==> config.mk <==
export PLATFORM = sky130hd
export DESIGN_NAME = bcrf_decoder
export DESIGN_NICKNAME = d
export VERILOG_FILES = /design/src/shared/bcrf_pkg.sv /design/src/rtl/bcrf_decoder.sv /design/src/rtl/bcrf_flag_unit.sv /design/src/rtl/bcrf_stack_mem.sv
export VERILOG_INCLUDE_DIRS = /design/src /design/src/shared
export SDC_FILE = /design/constraint.sdc
export NUM_CORES = 1
export LEC_CHECK = 0
export BUFFER_PORTS_ARGS = -buffer_cell sky130_fd_sc_hd__buf_2
export CORE_ASPECT_RATIO = 1.4
export CORE_UTILIZATION = 60
export CTS_CLUSTER_DIAMETER = 50
export DETAILED_ROUTE_END_ITERATION = 10
export GPL_TIMING_DRIVEN = 0
export PLACE_DENSITY = 0.9
export SYNTH_ARGS = -nofsm -noshare
export SYNTH_HDL_FRONTEND = slang
export SYNTH_SLANG_ARGS = --single-unit
==> constraint.sdc <==
create_clock -name clk_sys -period 8.1 [get_ports clk_sys]
set_input_delay 1.62 -clock clk_sys [delete_from_list [all_inputs] [get_ports clk_sys]]
set_output_delay 1.62 -clock clk_sys [all_outputs]
set_load 0.02 [all_outputs]
==> src/shared/bcrf_consts.svh <==
// constants for the branch, call, return and flag block
`ifndef BCRF_CONSTS_SVH
`define BCRF_CONSTS_SVH
`define BCRF_PC_W 12
`define BCRF_SP_W 4
`define BCRF_FL_W 3
`define BCRF_PC_RST 12'h000
`define BCRF_SP_RST 4'hF
`define BCRF_OP_IDLE 8'h00
`define BCRF_OP_SUB_EXIT 8'h2A
`define BCRF_OP_INT_EXIT 8'h2B
`define BCRF_PFX_PAGE 2'h2
`define BCRF_PFX_CALL 5'h04
`define BCRF_PFX_VEC 4'h7
`define BCRF_VEC_ZERO 12'h086
`define BCRF_VEC_OFS 12'h006
`define BCRF_REG_CTRL 3'h0
`define BCRF_REG_PC 3'h1
`define BCRF_REG_FLAGS 3'h2
`define BCRF_REG_SP 3'h3
`define BCRF_CTRL_RUN 0
`define BCRF_CTRL_RST 1'h0
`endif

==> src/shared/bcrf_pkg.sv <==
// types for the branch, call, return and flag block
package bcrf_pkg;
   typedef enum logic [2:0] {FS_KEEP, FS_CY, FS_NCY, FS_Z, FS_NZ, FS_ONE, FS_ZERO} bcrf_fsel_t;
   typedef enum logic [1:0] {CS_ADD, CS_SUB, CS_SHIFT} bcrf_csrc_t;
   typedef enum logic [1:0] {ZS_ALU, ZS_ACC, ZS_LREG} bcrf_zsrc_t;
   typedef enum logic [2:0] {ST_FETCH, ST_DECODE, ST_FETCH2, ST_DECODE2, ST_POP, ST_LOAD}
      bcrf_state_t;
endpackage : bcrf_pkg

==> src/rtl/bcrf_decoder.sv <==
// control-flow decoder: in-page branch, short_vector_jump, returns, idle op and flag updates
// Function
// - in-page branch with status flag set loads six-bit immediate into low pc bits
// - upper pc bits come from advanced pc, so last-address branch lands next page
// - in-page branch with status flag clear only sets status flag and continues
// - long call stores pc at stack pointer slot, decrements pointer, loads target
// - short-vector call pushes like long call; target 8n+6, or 134 when n is zero
// - subroutine exit increments stack pointer then loads pc from that slot
// - interrupt exit increments pointer and restores address and flags from slot
// - interrupt exit then sets the interrupt master enable to one
// - all-zero opcode does nothing, flags unchanged, goes to next instruction
// - carry flag from msb adder carry or msb borrow, inverted when specified
// - zero indication is one only when the four-bit value is all zero
// - each flag loads its listed value or stays untouched when marked unchanged
// - for marked instructions zero flag reflects value written into accumulator
// - l register inc and dec derive zero and status flags from their result
// - accumulator shifts and rotates put the shifted-out bit into carry
// - saved or used pc is the address of the next instruction
`timescale 1ns/1ps
`include "bcrf_consts.svh"
module bcrf_decoder #(
   parameter int PC_W = `BCRF_PC_W,
   parameter int SP_W = `BCRF_SP_W
) (
   input wire logic clk_sys, // system clock, 10 MHz
   input wire logic rstn, // asynchronous reset, active low
   output logic pm_rd, // program memory read strobe
   output logic [PC_W-1:0] pm_addr, // program memory address
   input wire logic [7:0] pm_data, // opcode byte, cycle after pm_rd
   output logic other_go, // pulse: opcode for another unit
   output logic [7:0] other_op, // that opcode
   input wire logic upd_valid, // apply flag update this cycle
   input bcrf_pkg::bcrf_fsel_t carry_sel, // carry flag action
   input bcrf_pkg::bcrf_fsel_t zero_sel, // zero flag action
   input bcrf_pkg::bcrf_fsel_t stat_sel, // status flag action
   input bcrf_pkg::bcrf_csrc_t cy_src, // carry source
   input bcrf_pkg::bcrf_zsrc_t z_src, // zero source
   input wire logic add_carry, // adder msb carry
   input wire logic sub_borrow, // subtractor msb borrow
   input wire logic shift_out, // accumulator shift-out bit
   input wire logic [3:0] alu_res, // alu result
   input wire logic [3:0] acc_val, // accumulator write value
   input wire logic [3:0] l_res, // l register result
   input wire logic ime_clr, // pulse: interrupt entry clears enable
   output logic ime, // interrupt master enable
   output logic [2:0] flags, // {status, zero, carry}
   input wire logic [2:0] reg_addr, // register address
   input wire logic [15:0] reg_wdata, // register write data
   input wire logic reg_wr, // register write strobe
   input wire logic reg_rd, // register read strobe
   output logic [15:0] reg_rdata // register read data, cycle after reg_rd
);
   import bcrf_pkg::*;

   // ****************************************************************
   // state and registers
   // ****************************************************************
   bcrf_state_t state_q, state_d;
   logic [PC_W-1:0] pc_q, pc_d;
   logic [SP_W-1:0] sp_q, sp_d;
   logic [2:0] flags_q, flags_d;
   logic ime_q, ime_d;
   logic run_q;
   logic [2:0] tgt_hi_q;
   logic int_exit_q;
   logic [15:0] rdata_q, rdata_d;

   // ****************************************************************
   // opcode decode
   // ****************************************************************
   wire [7:0] op = pm_data;
   wire in_decode = (state_q == ST_DECODE);
   wire is_idle = (op == `BCRF_OP_IDLE);
   wire is_sub_exit = (op == `BCRF_OP_SUB_EXIT);
   wire is_int_exit = (op == `BCRF_OP_INT_EXIT);
   wire is_page_br = (op[7:6] == `BCRF_PFX_PAGE);
   wire is_call = (op[7:3] == `BCRF_PFX_CALL);
   wire is_vec_call = (op[7:4] == `BCRF_PFX_VEC);
   wire is_other = ~(is_idle | is_sub_exit | is_int_exit | is_page_br | is_call | is_vec_call);
   wire stat_fl = flags_q[2];

   // page branch keeps the already advanced upper pc bits
   wire [PC_W-1:0] page_tgt = {pc_q[PC_W-1:6], op[5:0]};
   wire [PC_W-1:0] vec_tgt = (op[3:0] == 4'h0) ? `BCRF_VEC_ZERO :
      PC_W'({op[3:0], 3'h0}) + `BCRF_VEC_OFS;
   wire [PC_W-1:0] call_tgt = PC_W'({tgt_hi_q, pm_data});
   wire [PC_W-1:0] pc_inc = pc_q + PC_W'(1);
   wire [SP_W-1:0] sp_dec = sp_q - SP_W'(1);
   wire [SP_W-1:0] sp_inc = sp_q + SP_W'(1);

   // ****************************************************************
   // return stack
   // ****************************************************************
   wire push = (in_decode & is_vec_call) | (state_q == ST_DECODE2);
   wire pop_rd = (state_q == ST_POP);
   wire [PC_W+2:0] stk_wdata = {flags_q, pc_q};
   logic [PC_W+2:0] stk_rdata;

   bcrf_stack_mem #(
      .W(PC_W + 3),
      .AW(SP_W)
   ) bcrf_stack_mem_i (
      .clk_sys(clk_sys),
      .we(push),
      .waddr(sp_q),
      .wdata(stk_wdata),
      .re(pop_rd),
      .raddr(sp_q),
      .rdata_q(stk_rdata)
   );

   // ****************************************************************
   // flag update from other instruction classes
   // ****************************************************************
   logic [2:0] flags_ext;

   bcrf_flag_unit bcrf_flag_unit_i (
      .carry_sel(carry_sel),
      .zero_sel(zero_sel),
      .stat_sel(stat_sel),
      .cy_src(cy_src),
      .z_src(z_src),
      .add_carry(add_carry),
      .sub_borrow(sub_borrow),
      .shift_out(shift_out),
      .alu_res(alu_res),
      .acc_val(acc_val),
      .l_res(l_res),
      .flags(flags_q),
      .flags_n(flags_ext)
   );

   // ****************************************************************
   // sequencer
   // ****************************************************************
   assign pm_rd = ((state_q == ST_FETCH) & run_q) | (state_q == ST_FETCH2);
   assign pm_addr = pc_q;
   assign other_go = in_decode & is_other;
   assign other_op = pm_data;

   always_comb
   begin
      state_d = state_q;
      pc_d = pc_q;
      sp_d = sp_q;
      flags_d = upd_valid ? flags_ext : flags_q;
      case (state_q)
         ST_FETCH:
         begin
            if (run_q)
            begin
               pc_d = pc_inc;
               state_d = ST_DECODE;
            end
         end
         ST_DECODE:
         begin
            state_d = ST_FETCH;
            if (is_page_br)
            begin
               if (stat_fl)
               begin
                  pc_d = page_tgt;
               end
               else
               begin
                  flags_d[2] = 1'b1;
               end
            end
            else if (is_call)
            begin
               state_d = ST_FETCH2;
            end
            else if (is_vec_call)
            begin
               sp_d = sp_dec;
               pc_d = vec_tgt;
            end
            else if (is_sub_exit | is_int_exit)
            begin
               sp_d = sp_inc;
               state_d = ST_POP;
            end
         end
         ST_FETCH2:
         begin
            pc_d = pc_inc;
            state_d = ST_DECODE2;
         end
         ST_DECODE2:
         begin
            sp_d = sp_dec;
            pc_d = call_tgt;
            state_d = ST_FETCH;
         end
         ST_POP:
         begin
            state_d = ST_LOAD;
         end
         default:
         begin
            pc_d = stk_rdata[PC_W-1:0];
            if (int_exit_q)
            begin
               flags_d = stk_rdata[PC_W+2:PC_W];
            end
            state_d = ST_FETCH;
         end
      endcase
      // software may move pc and stack pointer only while stopped
      if (reg_wr & ~run_q & (state_q == ST_FETCH))
      begin
         if (reg_addr == `BCRF_REG_PC)
         begin
            pc_d = reg_wdata[PC_W-1:0];
         end
         else if (reg_addr == `BCRF_REG_SP)
         begin
            sp_d = reg_wdata[SP_W-1:0];
         end
      end
   end

   // restore wins over a same-cycle clear from interrupt entry
   assign ime_d = ((state_q == ST_LOAD) & int_exit_q) ? 1'b1 : (ime_clr ? 1'b0 : ime_q);

   always_ff @(posedge clk_sys or negedge rstn)
   begin
      if (!rstn)
      begin
         state_q <= ST_FETCH;
         pc_q <= `BCRF_PC_RST;
         sp_q <= `BCRF_SP_RST;
         flags_q <= 3'h0;
         ime_q <= 1'b0;
         tgt_hi_q <= 3'h0;
         int_exit_q <= 1'b0;
      end
      else
      begin
         state_q <= state_d;
         pc_q <= pc_d;
         sp_q <= sp_d;
         flags_q <= flags_d;
         ime_q <= ime_d;
         if (in_decode)
         begin
            tgt_hi_q <= op[2:0];
            int_exit_q <= is_int_exit;
         end
      end
   end

   // ****************************************************************
   // register port
   // ****************************************************************
   wire sel_ctrl = (reg_addr == `BCRF_REG_CTRL);
   wire sel_pc = (reg_addr == `BCRF_REG_PC);
   wire sel_fl = (reg_addr == `BCRF_REG_FLAGS);
   wire sel_sp = (reg_addr == `BCRF_REG_SP);

   always_comb
   begin
      rdata_d = 16'h0000;
      if (sel_ctrl)
      begin
         rdata_d[`BCRF_CTRL_RUN] = run_q;
      end
      else if (sel_pc)
      begin
         rdata_d[PC_W-1:0] = pc_q;
      end
      else if (sel_fl)
      begin
         rdata_d[3:0] = {ime_q, flags_q};
      end
      else if (sel_sp)
      begin
         rdata_d[SP_W-1:0] = sp_q;
      end
   end

   always_ff @(posedge clk_sys or negedge rstn)
   begin
      if (!rstn)
      begin
         run_q <= `BCRF_CTRL_RST;
         rdata_q <= 16'h0000;
      end
      else
      begin
         if (reg_wr & sel_ctrl)
         begin
            run_q <= reg_wdata[`BCRF_CTRL_RUN];
         end
         rdata_q <= reg_rd ? rdata_d : 16'h0000;
      end
   end

   assign reg_rdata = rdata_q;
   assign ime = ime_q;
   assign flags = flags_q;

   wire no_sw = ~reg_wr;
endmodule : bcrf_decoder

==> src/rtl/bcrf_flag_unit.sv <==
// next-value logic for carry, zero and status flags
`timescale 1ns/1ps
module bcrf_flag_unit (
   input bcrf_pkg::bcrf_fsel_t carry_sel, // carry flag action
   input bcrf_pkg::bcrf_fsel_t zero_sel, // zero flag action
   input bcrf_pkg::bcrf_fsel_t stat_sel, // status flag action
   input bcrf_pkg::bcrf_csrc_t cy_src, // carry source
   input bcrf_pkg::bcrf_zsrc_t z_src, // zero source
   input wire logic add_carry, // adder msb carry
   input wire logic sub_borrow, // subtractor msb borrow
   input wire logic shift_out, // bit shifted out of accumulator
   input wire logic [3:0] alu_res, // alu result
   input wire logic [3:0] acc_val, // value moved into accumulator
   input wire logic [3:0] l_res, // l register inc or dec result
   input wire logic [2:0] flags, // current {status, zero, carry}
   output logic [2:0] flags_n // new {status, zero, carry}
);
   import bcrf_pkg::*;
   logic cy;
   logic [3:0] zval;
   logic z;

   assign cy = (cy_src == CS_SUB) ? sub_borrow : (cy_src == CS_SHIFT) ? shift_out : add_carry;
   assign zval = (z_src == ZS_ACC) ? acc_val : (z_src == ZS_LREG) ? l_res : alu_res;
   assign z = (zval == 4'h0);

   function automatic logic pick(bcrf_fsel_t s, logic cur, logic c, logic zz);
      case (s)
         FS_CY: pick = c;
         FS_NCY: pick = ~c;
         FS_Z: pick = zz;
         FS_NZ: pick = ~zz;
         FS_ONE: pick = 1'b1;
         FS_ZERO: pick = 1'b0;
         default: pick = cur;
      endcase
   endfunction : pick

   // each flag takes its own listed value, or keeps its state
   assign flags_n[0] = pick(carry_sel, flags[0], cy, z);
   assign flags_n[1] = pick(zero_sel, flags[1], cy, z);
   assign flags_n[2] = pick(stat_sel, flags[2], cy, z);
endmodule : bcrf_flag_unit

==> src/rtl/bcrf_stack_mem.sv <==
// return stack storage with registered read data
`timescale 1ns/1ps
module bcrf_stack_mem #(
   parameter int W = 15,
   parameter int AW = 4
) (
   input wire logic clk_sys, // system clock
   input wire logic we, // write strobe
   input wire logic [AW-1:0] waddr, // write slot
   input wire logic [W-1:0] wdata, // write word
   input wire logic re, // read strobe
   input wire logic [AW-1:0] raddr, // read slot
   output logic [W-1:0] rdata_q // read word, one cycle later
);
   logic [W-1:0] mem [2**AW];

   always_ff @(posedge clk_sys)
   begin
      if (we)
      begin
         mem[waddr] <= wdata;
      end
      if (re)
      begin
         rdata_q <= mem[raddr];
      end
   end
endmodule : bcrf_stack_mem

==> results.py, run 1 <==
metrics = {
    "timing": {
        "fin_setup_tns_ps": 0,
        "fin_skew_ps": 9.277,
        "finalCritPeriodShare_pct": 57.06,
        "finalHoldViolCount": 0,
        "holdWs_ps": 507.0,
        "finalSetupViolCount": 0,
        "rsz0062_at_grt": "false",
        "maxSlewViolCount": 0,
        "fmax_mhz": 216.4,
        "relSlewSlack_pct": 32.25,
        "worst_pin_slew_ps": 1015,
        "period_minus_slack_ps": 4622,
    },
    "yosys": {
        "synthMuxAreaShare_pct": 14.37,
        "ys_seq_area_share_pct": 68.90,
        "synth_commonest_cells": "edfxtp_1 (255), mux4_2 (76), nor2_1 (50)",
        "synth_area_mm2": 0.01257,
        "syn_area_per_cell_um2": 16.81,
        "yosys.area_share.adder_pct": 0.4976,
        "synth_top_family_by_area": "multiplexers",
        "synth-seq-cells": 295,
        "synth_top_cell_by_area": "edfxtp_1",
        "synth_edf_count": 255,
        "synth-simple-area-share_pct": 7.563,
        "synth_xor_area_share_pct": 0.6966,
        "ys.flop_type": "edfxtp_1",
        "ys_warn_count": 0,
        "yosys.area.top_type_share_pct": 60.90,
        "async_flop_share_pct": 13.56,
        "synth_compound_area_share_pct": 5.513,
        "ys_types": 63,
        "synth_most_common_cell": "edfxtp_1",
        "synthTopCellsByArea": "edfxtp_1 (61%), mux4_2 (14%), dfrtp_1 (7.2%)",
        "synthCells": 748,
    },
    "global_routing": {
        "track_usage_pct": 30.95,
        "grt_pass1_vias": 7983,
        "grt_max_degree": 41,
        "grt_pass1_wl_mm": 49.47,
        "antenna_found_initial": 1,
        "grt-ovfl-total": 0,
    },
    "cts": {
        "cts_tree": "yes",
        "htree_levels": 1,
        "cts_resized": 0,
        "cts_made_buffers": 27,
        "clock-sinks": 295,
        "ctsRootBufferMaster": "clkbuf_16",
        "clk-insertion-delay-late_ps": 550,
        "clock_path_buffers": 3,
        "clkTransAtPathRegs_ps": 60,
        "ctsHoldBuffers": 0,
        "post_cts_buffers": 0,
    },
    "worst_hold_path": {
        "min_from": "tgt_hi_q[0]$_DFFE_PN0P_",
        "hold_end": "tgt_hi_q[0]$_DFFE_PN0P_",
        "hold_path_depth": 2,
        "hold_class": "flip-flop to flip-flop",
    },
    "die": {
        "die_area_mm2": 0.02155,
        "chipWidth_um": 124.3,
        "start_util_pct": 61.16,
        "core_area_mm2": 0.02056,
        "io_pins": 103,
        "die_h_um": 173.3,
        "std_cell_rows": 62,
    },
    "power": {
        "p_leak_uw": 0.005017,
        "peakVddDrop_mv": 0.1918,
        "total_power_uw": 4624,
        "p_per_area_mw_per_mm2": 322.4,
    },
    "setup_path": {
        "cp_slowest_cell": "or4b_4",
        "crit_family": "simple AND/OR/NAND/NOR gates",
        "crit_arrival_ps": 3000,
        "critPathKind": "primary input to output port",
        "r2r_setup_slack_ps": 4930,
        "end_kind": "output port",
        "rr_worst_depth": 4,
        "cp_common_cell": "buf_2",
        "worstPathCellList": "buf_2, or4b_4, o211ai_1, nor2_1, buf_2",
        "worstPathRequired_ps": 6480,
        "crit_buf_inv": 2,
        "slowest_delay_ps": 590,
        "start_kind": "primary input",
        "path_max_fanout": 9,
        "r2r_end": "bcrf_stack_mem_i.mem[10][9]$_DFFE_PP_",
        "r2r-start": "sp_q[3]$_DFF_PN1_",
    },
    "placed_design": {
        "dp.cells": 1105,
        "gp_congestion": 0.9514,
        "hpwl_mm": 21.48,
        "portBuffers": 90,
    },
    "final_layout": {
        "nets": 944,
        "antennaDiodeCount": 0,
        "drive_gt1_share_pct": 30.03,
        "utilization_pct": 69.76,
        "stdcell_count": 1155,
        "area_delta_synth_final_pct": 14.06,
    },
    "route": {
        "drc": 0,
        "wl_per_cell_um": 28.36,
        "dr_total_vias": 7902,
        "vias_per_cell": 6.842,
        "ant_nets": 0,
        "drt_wl_total_mm": 32.76,
        "firstDrtPassIters": 6,
        "drt_iter0_drc": 938,
    },
    "run": {
        "drv_cap": 0,
    },
    "status": {
        "outcome": "completed",
    },
}
-- metrics by stage --
| stage | area, um^2 | worst slack (ps) |
|---|---|---|
| floorplan | 12580 | 3786 |
| global placement | 13360 | 3019 |
| detailed placement | 13460 | 3443 |
| CTS | 14330 | 3503 |
| global route | 14340 | 3412 |
| finish | 14340 | 3478 |
-- kinds of logic after synthesis --
| logic type | count (synthesis) |
|---|---|
| compound gates | 101 |
| xor+xnor | 10 |
| fa+ha+maj | 5 |
| buf+inv | 65 |
| flops | 295 |
| mux | 85 |
| other cells | 1 |
| simple gates | 186 |
-- layer usage --
layer / track usage [%] / part of all wire [%] / up-vias
met4: 16.97 / 6.4 / 2
li1: - / - / 3249
met2: 52.56 / 51 / 586
met5: 0 / 0.024 / -
met1: 38.66 / 35 / 3923
met3: 4.259 / 7.8 / 142
-- placed cells by master (no fill, tap or decap), drive strengths merged, types with 9 or more instances in the layout --
master	count
a21oi	23
a22oi	9
a31oi	9
and2	10
buf	123
clkbuf	66
dfrtp	36
edfxtp	255
inv	16
mux4	76
nand2	43
nand3	18
nor2	50
nor3	12
o21ai	13
o22ai	9
-- worst register-to-register path, cell delays in order (launching register included) --
cell,delay (ps)
dfstp_2,520
clkbuf_1,430
clkbuf_1,680
nand2_1,320
nor2_2,850
-- area by class of cell --
type | instances | area (um^2)
sequential | 295 | 8663
inverter | 11 | 41.29
clock inverter | 13 | 115.1
buffer | 54 | 264.0
multi-input combinational | 391 | 3659
clock buffer | 37 | 753.2
tap | 256 | 320.3
fill | 1240 | 6216
timing repair buffer | 98 | 525.5
-- power by group --
part / internal, uW / leakage (uW) / switching [uW]
clock network: 692 / 0.000431 / 561
logic: 555 / 0.00177 / 699
registers: 1890 / 0.00282 / 228
total: 3140 / 0.00502 / 1490
-- state kept, by name (all words and copies together), names as in the netlist --
signal	cells
run_q	1
sp_q	4
bcrf_stack_mem_i.rdata_q	15
reg_rdata	12
ime	1
tgt_hi_q	3
flags	3
int_exit_q	1
pm_addr	12
bcrf_stack_mem_i.mem	240
state_q	3
-- how the worst max path moves through the flow --
| stage | start | end | depth (start not counted) |
|---|---|---|---|
| 2_1_floorplan | pm_data[3] | other_go | 6 |
| 3_3_place_gp | pm_data[4] | bcrf_stack_mem_i.mem[0][11]$_DFFE_PP_ | 7 |
| 3_5_place_dp | pm_data[7] | bcrf_stack_mem_i.mem[8][8]$_DFFE_PP_ | 7 |
| 4_1_cts | pm_data[4] | other_go | 5 |
| 5_1_grt | pm_data[3] | other_go | 7 |
| 6_report | pm_data[4] | other_go | 5 |
Note: power is estimated with default switching activity, not from simulation.
==> run 2: changes to the inputs <==
--- a/config.mk
+++ b/config.mk
@@ -6,6 +6,7 @@
 export SDC_FILE = /design/constraint.sdc
 export NUM_CORES = 1
 export LEC_CHECK = 0
+export ABC_AREA = 1
 export BUFFER_PORTS_ARGS = -buffer_cell sky130_fd_sc_hd__buf_2
 export CORE_ASPECT_RATIO = 1.4
 export CORE_UTILIZATION = 60
==> constraint.sdc (replaced) <==
create_clock -name clk_sys -period 4.28 [get_ports clk_sys]
set_input_delay 0.856 -clock clk_sys [delete_from_list [all_inputs] [get_ports clk_sys]]
set_output_delay 0.856 -clock clk_sys [all_outputs]
set_load 0.02 [all_outputs]
==> run 2 against run 1 <==
Net effect:
- highest routed layer is now met4
- wire length rose by 8.5%
- first-iteration DRC count up 70%
- register-to-register slack worse by 3800 ps
- synthesized area up 2.3%
- die area grew 2.2%
==> results.py, run 2 <==
metrics = {
    "cts": {
        "ctsRootBufferMaster": "clkbuf_16",
        "clock-sinks": 295,
        "cts_resized": 0,
        "htree_levels": 1,
        "clock_path_buffers": 3,
        "post_cts_buffers": 0,
        "cts_tree": "yes",
        "clk-insertion-delay-late_ps": 560,
        "ctsHoldBuffers": 0,
        "clkTransAtPathRegs_ps": 80,
        "cts_made_buffers": 26,
    },
    "final_layout": {
        "nets": 1383,
        "largest_register": "bcrf_stack_mem_i.mem",
        "antennaDiodeCount": 0,
        "post-route-cell-area_mm2": 0.01452,
        "area_delta_synth_final_pct": 12.96,
        "drive_gt1_share_pct": 15.18,
        "reg_top3": "bcrf_stack_mem_i.mem x240, bcrf_stack_mem_i.rdata_q x15",
        "largest_reg_flops": 240,
        "final_cell_mix": "edfxtp_1 (255), nor2_1 (193), nand2_1 (178)",
        "final_common_cell": "edfxtp_1",
    },
    "setup_path": {
        "cp_common_cell": "buf_2",
        "slowest_delay_ps": 1140,
        "critPathKind": "flip-flop to flip-flop",
        "worstPathCellList": "inv_1, buf_2, buf_2, ha_1, nand2_1, nor2_1",
        "path_max_fanout": 15,
        "start_kind": "flip-flop",
        "crit_start": "sp_q[0]$_DFF_PN1_",
        "r2r_setup_slack_ps": 1090,
        "cp_slowest_cell": "nor2_1",
        "end_kind": "flip-flop",
        "worstPathRequired_ps": 4430,
        "r2r-start": "sp_q[0]$_DFF_PN1_",
        "crit_arrival_ps": 3350,
    },
    "timing": {
        "finalSetupViolCount": 0,
        "finalCritPeriodShare_pct": 74.64,
        "fin_setup_tns_ps": 0,
        "relSlewSlack_pct": 2.859,
        "maxSlewViolCount": 0,
        "worst_pin_slew_ps": 1452,
        "finalHoldViolCount": 0,
        "fmax_mhz": 313.0,
        "fin_skew_ps": 29.57,
        "period_minus_slack_ps": 3195,
        "rsz0062_at_grt": "false",
        "holdWs_ps": 456.1,
    },
    "yosys": {
        "ys_warn_count": 0,
        "synth_area_mm2": 0.01286,
        "ys.flop_type": "edfxtp_1",
        "synth_edf_count": 255,
        "yosys.area.top_type_share_pct": 59.56,
        "syn_area_per_cell_um2": 10.81,
        "async_flop_share_pct": 13.56,
        "synth_commonest_cells": "edfxtp_1 (255), nor2_1 (203), nand2_1 (178)",
        "ys_seq_area_share_pct": 67.38,
        "synthCells": 1189,
        "synth-seq-cells": 295,
        "synthTopCellsByArea": "edfxtp_1 (60%), dfrtp_1 (7.0%), nor2_1 (5.9%)",
        "synth_top_cell_by_area": "edfxtp_1",
        "ys_types": 43,
        "synth_most_common_cell": "edfxtp_1",
    },
    "route": {
        "drt_iter0_drc": 1598,
        "wl_per_cell_um": 22.25,
        "dr_total_vias": 10050,
        "ant_nets": 0,
        "drt_wl_total_mm": 35.54,
        "vias_per_cell": 6.294,
        "firstDrtPassIters": 6,
        "drc": 0,
    },
    "power": {
        "pwr-share-seq_pct": 43.7,
        "p_leak_uw": 0.005564,
        "p_per_area_mw_per_mm2": 633.3,
        "pwr-share-comb_pct": 32.0,
        "clock_power_share_pct": 24.4,
        "power_switching_uw": 3640,
        "internal-power_uw": 5557,
        "p_sw_share_pct": 39.58,
        "peakVddDrop_mv": 0.3708,
    },
    "die": {
        "chipWidth_um": 125.7,
        "core_area_mm2": 0.02113,
        "std_cell_rows": 63,
        "start_util_pct": 60.86,
        "io_pins": 103,
        "die_h_um": 175.2,
        "die_area_mm2": 0.02203,
    },
    "placed_design": {
        "placed_cell_area_mm2": 0.01366,
        "gp_congestion": 1.033,
        "hpwl_mm": 23.64,
        "portBuffers": 94,
    },
    "run": {
        "drv_cap": 0,
    },
    "global_routing": {
        "grt_pass1_vias": 9762,
        "antenna_found_initial": 0,
        "track_usage_pct": 32.51,
        "grt_max_degree": 41,
        "grt_pass1_wl_mm": 53.68,
        "grt-ovfl-total": 0,
    },
    "status": {
        "outcome": "completed",
    },
    "worst_hold_path": {
        "hold_class": "primary input to async pin",
    },
}
run 2: cell types whose count changed after synthesis, sizes merged, moves of 9 or more:
| cell | delta |
|---|---|
| o21ai | +139 |
| buf | +9 |
| nand3 | +22 |
| mux4 | -76 |
| and2 | -10 |
| nand2 | +139 |
| nor2 | +155 |
| nand4 | +24 |
| inv | +75 |
| o22ai | +60 |
run 2: worst max-delay path, delay by kind of cell, from the launching register on:
kind                     cells  cell delay, ps
flip-flops                   1             450
AND/OR/NAND/NOR              2            1320
buffers and inverters        3             820
adder cells (fa/ha/maj)      1             200
run 2: cells by family (layout without fill, tap and decap cells):
logic type,count (synthesis),after routing,synth area share [%]
xor+xnor,5,5,0.3407
fa+ha+maj,5,5,0.4866
flops,295,295,67.38
compound gates,266,266,11.57
simple gates,467,467,15.08
other cells,1,4,0.02917
buf+inv,150,295,5.109
run 2: layout make-up:
class | count | area, um^2
clock buffer | 29 | 661.9
sequential | 295 | 8663
inverter | 86 | 322.8
clock inverter | 19 | 146.4
tap | 260 | 325.3
buffer | 64 | 334.1
fill | 1403 | 6601
timing repair buffer | 97 | 496.7
multi-input combinational | 747 | 3573
run 2: metal layers:
| metal | up-vias | GRT usage (%) | share of wire, % |
|---|---|---|---|
| met1 | 4724 | 38.44 | 34 |
| li1 | 4432 | - | - |
| met2 | 727 | 55.00 | 49 |
| met5 | - | 0 | 0 |
| met4 | 0 | 21.44 | 7.1 |
| met3 | 169 | 5.328 | 10 |
run 2: metrics by stage:
stage / util (%) / setup slack, ps / power (uW) / instances
floorplan: - / 1685 / 5605 / 1192
global placement: 64.68 / 970.6 / 6735 / 1546
detailed placement: 64.68 / 933.4 / 6840 / 1546
CTS: 68.51 / 1068 / 9030 / 1594
global route: 68.75 / 1036 / 9499 / 1597
finish: 68.75 / 1085 / 9198 / 1597
run 2: worst paths after layout:
path | end | depth (start not counted)
setup reg to reg | bcrf_stack_mem_i.mem[6][10]$_DFFE_PP_ | 6
hold reg to reg | tgt_hi_q[2]$_DFFE_PN0P_ | 2
setup / recovery | bcrf_stack_mem_i.mem[6][10]$_DFFE_PP_ | 6
hold / removal | tgt_hi_q[0]$_DFFE_PN0P_ | 1
min in group clk_sys | ime$_DFFE_PN0P_ | 2
max in group asynchronous | pm_addr[7]$_DFF_PN0_ | 1
run 2: power by group through the flow:
stage                     registers, uW  clock network (uW)  logic (uW)
after floorplan                    3880                   0        1730
after global placement             4030                   0        2700
after detailed placement           4060                   0        2780
after CTS                          4000                2220        2820
after global routing               4030                2340        3130
final                              4020                2240        2940
